### src/shared/cfgset_pkg.sv
package cfgset_pkg;
  // Configuration set content: a gain code plus auto-function flags
  localparam int GAIN_W = 8;
  localparam int SLOT_W = 2;
  localparam int FAC_W = 2;
  localparam int LUT_W = 8;

  typedef struct packed {
    logic [GAIN_W-1:0] gain;
    logic gain_auto;
    logic exposure_auto;
    logic color_opt;
  } cfgset_set_t;

  localparam int SET_W = $bits(cfgset_set_t);

  // Slot selector encodings
  localparam logic [SLOT_W-1:0] SLOT_DEFAULT = 2'h0;
  localparam logic [SLOT_W-1:0] SLOT_USER1 = 2'h1;
  localparam logic [SLOT_W-1:0] SLOT_USER2 = 2'h2;
  localparam logic [SLOT_W-1:0] SLOT_USER3 = 2'h3;
  localparam int USER_SLOTS = 3;

  // Factory setup choices
  localparam logic [FAC_W-1:0] FAC_STANDARD = 2'h0;
  localparam logic [FAC_W-1:0] FAC_HIGH_GAIN = 2'h1;
  localparam logic [FAC_W-1:0] FAC_AUTO = 2'h2;
  localparam logic [FAC_W-1:0] FAC_COLOR = 2'h3;

  // Gain codes: one code step is taken as 1 dB
  localparam logic [GAIN_W-1:0] GAIN_LOW = 8'h00;
  localparam logic [GAIN_W-1:0] GAIN_PLUS_6DB = 8'h06;

  localparam cfgset_set_t FAC_SET_STANDARD = '{GAIN_LOW, 1'b0, 1'b0, 1'b0};
  localparam cfgset_set_t FAC_SET_HIGH_GAIN = '{GAIN_PLUS_6DB, 1'b0, 1'b0, 1'b0};
  localparam cfgset_set_t FAC_SET_AUTO = '{GAIN_LOW, 1'b1, 1'b1, 1'b0};
  localparam cfgset_set_t FAC_SET_COLOR = '{GAIN_LOW, 1'b0, 1'b0, 1'b1};
endpackage

### src/verilog/cfgset_manager.sv
`timescale 1ns/1ps
// Summary of operation
// [RULE1] Host parameter writes go to the active set, which alone drives the camera outputs.
// [RULE2] The active set is volatile and is rebuilt on every reset.
// [RULE3] Four factory setups are fixed constants that survive reset and cannot be written.
// [RULE4] The standard setup has low gain and every auto function off.
// [RULE5] The high-gain setup equals standard but with gain at plus six decibels.
// [RULE6] The auto setup equals standard but with gain and exposure auto on, gain kept minimal.
// [RULE7] The factory setup choice is kept in storage that reset does not clear.
// [RULE8] Three user slots keep saved sets across reset.
// [RULE9] After every reset the chosen startup set is copied into the active set.
// [RULE10] A save command copies the active set into the selected user slot.
// [RULE11] The luminance lookup-table value is never saved into a user slot.
// [RULE12] The factory setup choice starts out as the standard setup.
// [RULE13] The host picks one of four factory setups for the default set.
// [RULE14] The host changes the factory setup choice only while the camera is idle.
// [RULE15] The default set can be loaded into the active set while running.
// [RULE16] A load command copies the selected slot or default set into the active set.
// [RULE17] A factory setup change requested while acquisition is busy is ignored.
module cfgset_manager (
  input wire logic clock,
  input wire logic rst_n,
  input wire logic param_wr,
  input wire cfgset_pkg::cfgset_set_t param_wdata,
  input wire logic lut_wr,
  input wire logic [cfgset_pkg::LUT_W-1:0] lut_wdata,
  input wire logic [cfgset_pkg::SLOT_W-1:0] user_slot_select,
  input wire logic save_active_to_slot,
  input wire logic load_slot_to_active,
  input wire logic [cfgset_pkg::SLOT_W-1:0] startup_select,
  input wire logic startup_select_wr,
  input wire logic [cfgset_pkg::FAC_W-1:0] factory_setup_choice,
  input wire logic factory_setup_wr,
  input wire logic acq_busy,
  output cfgset_pkg::cfgset_set_t active_set,
  output logic [cfgset_pkg::LUT_W-1:0] active_lut,
  output logic [cfgset_pkg::FAC_W-1:0] factory_choice_state,
  output logic [cfgset_pkg::SLOT_W-1:0] startup_state,
  output logic choice_refused
);
  import cfgset_pkg::*;

  function automatic cfgset_set_t factory_set(input logic [FAC_W-1:0] sel);
    unique case (sel)
      FAC_STANDARD: factory_set = FAC_SET_STANDARD; // [RULE4]
      FAC_HIGH_GAIN: factory_set = FAC_SET_HIGH_GAIN; // [RULE5]
      FAC_AUTO: factory_set = FAC_SET_AUTO; // [RULE6]
      FAC_COLOR: factory_set = FAC_SET_COLOR;
    endcase
  endfunction

  // Non-volatile part: these models have no reset, standing in for storage
  // that keeps its contents across a device reset. Power-up value set once.
  logic [FAC_W-1:0] fac_choice_r = FAC_STANDARD; // [RULE12]
  logic [FAC_W-1:0] fac_choice_nxt;
  logic [SLOT_W-1:0] startup_r = SLOT_DEFAULT;
  logic [SLOT_W-1:0] startup_nxt;
  cfgset_set_t user_mem_r [USER_SLOTS] = '{default: FAC_SET_STANDARD};
  cfgset_set_t user_mem_nxt [USER_SLOTS];
  logic save_en;
  logic [SLOT_W-1:0] save_idx;

  // Volatile part
  cfgset_set_t active_r;
  cfgset_set_t active_nxt;
  logic [LUT_W-1:0] lut_r;
  logic [LUT_W-1:0] lut_nxt;
  logic boot_r;
  logic boot_nxt;
  logic refuse_r;
  logic refuse_nxt;

  function automatic logic is_user_slot(input logic [SLOT_W-1:0] sel);
    is_user_slot = (sel != SLOT_DEFAULT);
  endfunction

  function automatic logic [SLOT_W-1:0] slot_index(input logic [SLOT_W-1:0] sel);
    slot_index = sel - SLOT_USER1;
  endfunction

  // Factory setup choice, also taken while reset is held
  always_comb begin
    fac_choice_nxt = fac_choice_r;
    refuse_nxt = 1'b0;
    if (factory_setup_wr) begin
      if (acq_busy) begin
        refuse_nxt = 1'b1; // [RULE17]
      end else begin
        fac_choice_nxt = factory_setup_choice; // [RULE7] [RULE13] [RULE14]
      end
    end
  end

  always_ff @(posedge clock) begin
    fac_choice_r <= fac_choice_nxt;
  end

  // Startup set choice
  always_comb begin
    startup_nxt = startup_r;
    if (startup_select_wr) begin
      startup_nxt = startup_select;
    end
  end

  always_ff @(posedge clock) begin
    startup_r <= startup_nxt;
  end

  // User slots; a save reads the active set as it was before this edge
  always_comb begin
    save_en = save_active_to_slot && is_user_slot(user_slot_select);
    save_idx = slot_index(user_slot_select);
    for (int i = 0; i < USER_SLOTS; i++) begin
      user_mem_nxt[i] = user_mem_r[i];
      if (save_en && (save_idx == SLOT_W'(i))) begin
        user_mem_nxt[i] = active_r; // [RULE8] [RULE10] [RULE11]
      end
    end
  end

  always_ff @(posedge clock) begin
    for (int i = 0; i < USER_SLOTS; i++) begin
      user_mem_r[i] <= user_mem_nxt[i];
    end
  end

  function automatic cfgset_set_t pick_set(input logic [SLOT_W-1:0] sel,
                                           input logic [FAC_W-1:0] fac,
                                           input cfgset_set_t u1,
                                           input cfgset_set_t u2,
                                           input cfgset_set_t u3);
    unique case (sel)
      SLOT_DEFAULT: pick_set = factory_set(fac); // [RULE3]
      SLOT_USER1: pick_set = u1;
      SLOT_USER2: pick_set = u2;
      SLOT_USER3: pick_set = u3;
    endcase
  endfunction

  // Active set: startup load outranks a host load, which outranks a write
  always_comb begin
    active_nxt = active_r;
    if (boot_r) begin
      // First cycle after reset release loads the startup set
      active_nxt = pick_set(startup_r, fac_choice_r, user_mem_r[0], user_mem_r[1],
                            user_mem_r[2]); // [RULE9]
    end else if (load_slot_to_active) begin
      active_nxt = pick_set(user_slot_select, fac_choice_r, user_mem_r[0],
                            user_mem_r[1], user_mem_r[2]); // [RULE15] [RULE16]
    end else if (param_wr) begin
      active_nxt = param_wdata; // [RULE1]
    end
  end

  always_ff @(posedge clock) begin
    if (!rst_n) begin
      active_r <= FAC_SET_STANDARD; // [RULE2]
    end else begin
      active_r <= active_nxt;
    end
  end

  // Lookup-table value: volatile and never part of a saved set
  always_comb begin
    lut_nxt = lut_r;
    if (lut_wr) begin
      lut_nxt = lut_wdata;
    end
  end

  always_ff @(posedge clock) begin
    if (!rst_n) begin
      lut_r <= '0; // [RULE11]
    end else begin
      lut_r <= lut_nxt;
    end
  end

  // Boot flag lasts one cycle, so the startup load happens exactly once
  always_comb begin
    boot_nxt = 1'b0;
  end

  always_ff @(posedge clock) begin
    if (!rst_n) begin
      boot_r <= 1'b1;
    end else begin
      boot_r <= boot_nxt;
    end
  end

  // Refusal pulse is volatile status
  always_ff @(posedge clock) begin
    if (!rst_n) begin
      refuse_r <= 1'b0;
    end else begin
      refuse_r <= refuse_nxt;
    end
  end

  // Every output is a register

  assign active_set = active_r;
  assign active_lut = lut_r;
  assign factory_choice_state = fac_choice_r;
  assign startup_state = startup_r;
  assign choice_refused = refuse_r;
endmodule

### config.mk
export PLATFORM = sky130hd
export DESIGN_NAME = cfgset_manager
export DESIGN_NICKNAME = d
export VERILOG_FILES = /design/src/shared/cfgset_pkg.sv /design/src/verilog/cfgset_manager.sv
export SDC_FILE = /design/constraint.sdc
export NUM_CORES = 1
export LEC_CHECK = 0
export ABC_AREA = 1
export BUFFER_PORTS_ARGS = -buffer_cell sky130_fd_sc_hd__buf_2
export CAP_MARGIN = 20
export CORE_MARGIN = 4
export CORE_UTILIZATION = 54
export DETAILED_ROUTE_END_ITERATION = 10
export PLACE_DENSITY = 0.81
export REMOVE_ABC_BUFFERS = 1
export SETUP_SLACK_MARGIN = 0.3
export SLEW_MARGIN = 15
export SYNTH_ARGS = -nofsm -noshare
export SYNTH_HDL_FRONTEND = slang
export SYNTH_SLANG_ARGS = --single-unit
### constraint.sdc
create_clock -name clock -period 1.75 [get_ports clock]
set_input_delay 0.35 -clock clock [delete_from_list [all_inputs] [get_ports clock]]
set_output_delay 0.35 -clock clock [all_outputs]
set_load 0.02 [all_outputs]
==> metrics.txt <==
pwr dens 1050 nW/um^2; Yosys cell types 24; sequential share of power 44.8%; Max clock buf depth 2; Die H 78.7 um; Hold WC Path Type input pin to flop; Crit. End Element primary output; critical path cell sequence buf_4, buf_2; Final Hold Fails 0; htree depth 3; synthesized area per cell 8.51 sq um; Max FO, Critical Path 4; Overflow after GRT 0; cell total after placement 445; power after layout 3570 uW; die area 6190 sq um; Synth Warn # 0; register area 1530 sq um; synthesized flop and latch total 58; top achievable clock speed 700 MHz; commonest non-fill, non-tap cell in the layout nand2_1; sw frac 23.4%; actual slew at the worst max-slew pin 0.453 ns; FILL cells 357; Global Route Usage Sum 23.6%; Ports 58; half-perimeter wire length after placement 4950 um; TNS Setup 0 ns; via count of the routed design 2457; Syn Inst Count 317; Clock Latency Late Sink 0.32 ns; Worst VDD drop 681 uV; Max Cap Viol 0; Setup crit start kind flop; Slew headroom 69.8%; global-route wire length before repair 11100 um; initial antenna violation count 0; Initial Utilization 56.3%; arrival time of the worst setup path 1.08 ns; DR WL/cell 14.9 um; CP peak stage delay 0.44 ns; Netlist Area Pre-Place 2700 sq um; cell family with most CP delay flip-flops; Tcrit/Tclk final 81.6%; Pleak 0.00163 uW; Crit Path Category flop to primary output; CP max stage cell edfxtp_1; Non-Filler Instances 466; Sw Pwr 836 uW; CTS buffer count 9; register area share after synthesis 56.8%; largest net degree at the start of global routing 16; die width 78.7 um; CP required 1.40 ns; RePlAce Congestion 0.927; Slew Viols, Final 0; # diodes 0; core footprint 4790 sq um; Clock Pin Slew Worst Setup and Hold Paths 0.06 ns; Fin Clk Skew 0.00563 ns; most frequent cells in the layout 76 x nand2_1, 56 x buf_2, 47 x nor2_1; DR pass1 iterations 6; final wirelength 6930 um; share of cells above drive strength 1 28.6%; area taken by multi-input logic gates 995 sq um; Detail Route Antenna Nets 0; TritonCTS clock tree yes; Vias/cell 5.27; final setup fails 0; Clock power frac 42.6%; Internal Power 2730 uW; fin nets 428; combinational power share 12.5%; CTS Hold Buffers Added 0; # rows 25; outcome finished clean; vias in the first global route 2346; DRT iter0 DRCs 276; RSZ-0062 raised after global routing true; layout overhead on the synthesized area 26.6%; Port Buffers 57; Buf/Inv on CP 2; CTS root buf clkbuf_8; Residual DRC 0; clk sinks 58; Final min period 1.43 ns; reg2reg setup slack 0.38 ns
-- cell families (layout without fill, tap and decap cells) --
logic type | after synthesis | in the layout | share of synthesized area (%)
flip-flops | 58 | 58 | 56.8
AND/OR/NAND/NOR | 191 | 191 | 31.4
AO/OA/AOI/OAI | 26 | 26 | 5.06
buffers and inverters | 42 | 124 | 6.78
-- layout make-up --
| class | count | area share (%) |
|---|---|---|
| sequential | 58 | 44.9 |
| multi-input combinational | 217 | 29.1 |
| timing repair buffer | 74 | 12.4 |
| clock buffer | 12 | 4.55 |
| inverter | 34 | 3.74 |
| clock inverter | 4 | 2.86 |
| tap | 67 | 2.46 |
-- Yosys cell counts, drive strengths merged --
library cell	count	area share, %
a21oi	6	1.3
buf	7	1.9
clkbuf	1	0.14
dfxtp	21	16
edfxtp	37	41
inv	34	4.7
nand2	81	12
nand3	44	8.2
nor2	51	7.7
nor3	4	1.2
nor4	1	0.23
o21ai	18	3.3
o22ai	2	0.46
or2	10	2.3
-- registers in the layout, indices dropped and copies added (netlist names) --
register / cells
user_mem_r: 33
active_set: 11
active_lut: 8
factory_choice_state: 2
startup_state: 2
boot_r: 1
choice_refused: 1
-- power by group through the flow --
stage / clock (uW) / sequential [uW] / combinational, uW
floorplan: 0 / 1670 / 185
global placement: 0 / 1620 / 404
detailed placement: 0 / 1630 / 413
CTS: 1540 / 1600 / 427
global route: 1610 / 1610 / 490
finish: 1520 / 1600 / 448
-- final timing paths --
path | start | depth (start not counted) | endpoint
max reg2reg | boot_r | 6 | active_set[10]
max | startup_state[0] | 2 | startup_state[0]
min | startup_select[1] | 1 | startup_state[1]
min reg2reg | active_lut[1] | 2 | active_lut[1]
-- routing by layer --
metal | GRT usage (%) | vias to the layer above | wire, um
met5 | 0 | - | 0
met4 | 12.9 | 0 | 189
met3 | 4.82 | 22 | 531
met2 | 37.6 | 115 | 3370
met1 | 30.0 | 1130 | 2840
li1 | - | 1190 | -
-- worst register-to-register path, cell delays in order (launching register included) --
cell	delay, ns
dfxtp_1	0.45
buf_4	0.23
nor3_4	0.30
nand2_1	0.10
nand3_1	0.10
nand3_1	0.09
inv_2	0.05
-- per-stage QoR --
step | hold slack (ns) | utilization (%) | instance area (sq um) | worst slack (ns)
CTS | 0.189 | 70.5 | 3380 | 0.282
global route | 0.192 | 71.3 | 3410 | 0.275
floorplan | 0.439 | - | 2640 | 0.349
finish | 0.199 | 71.3 | 3410 | 0.322
detailed placement | 0.490 | 64.8 | 3100 | 0.235
global placement | 0.473 | 64.8 | 3100 | 0.274
-- timing repair --
item,CTS,global route
resized for setup,1,10
pin swaps,0,0
endpoints found under the setup margin,7,9
setup buffers,3,2
Note: power is estimated with default switching activity, not from simulation.
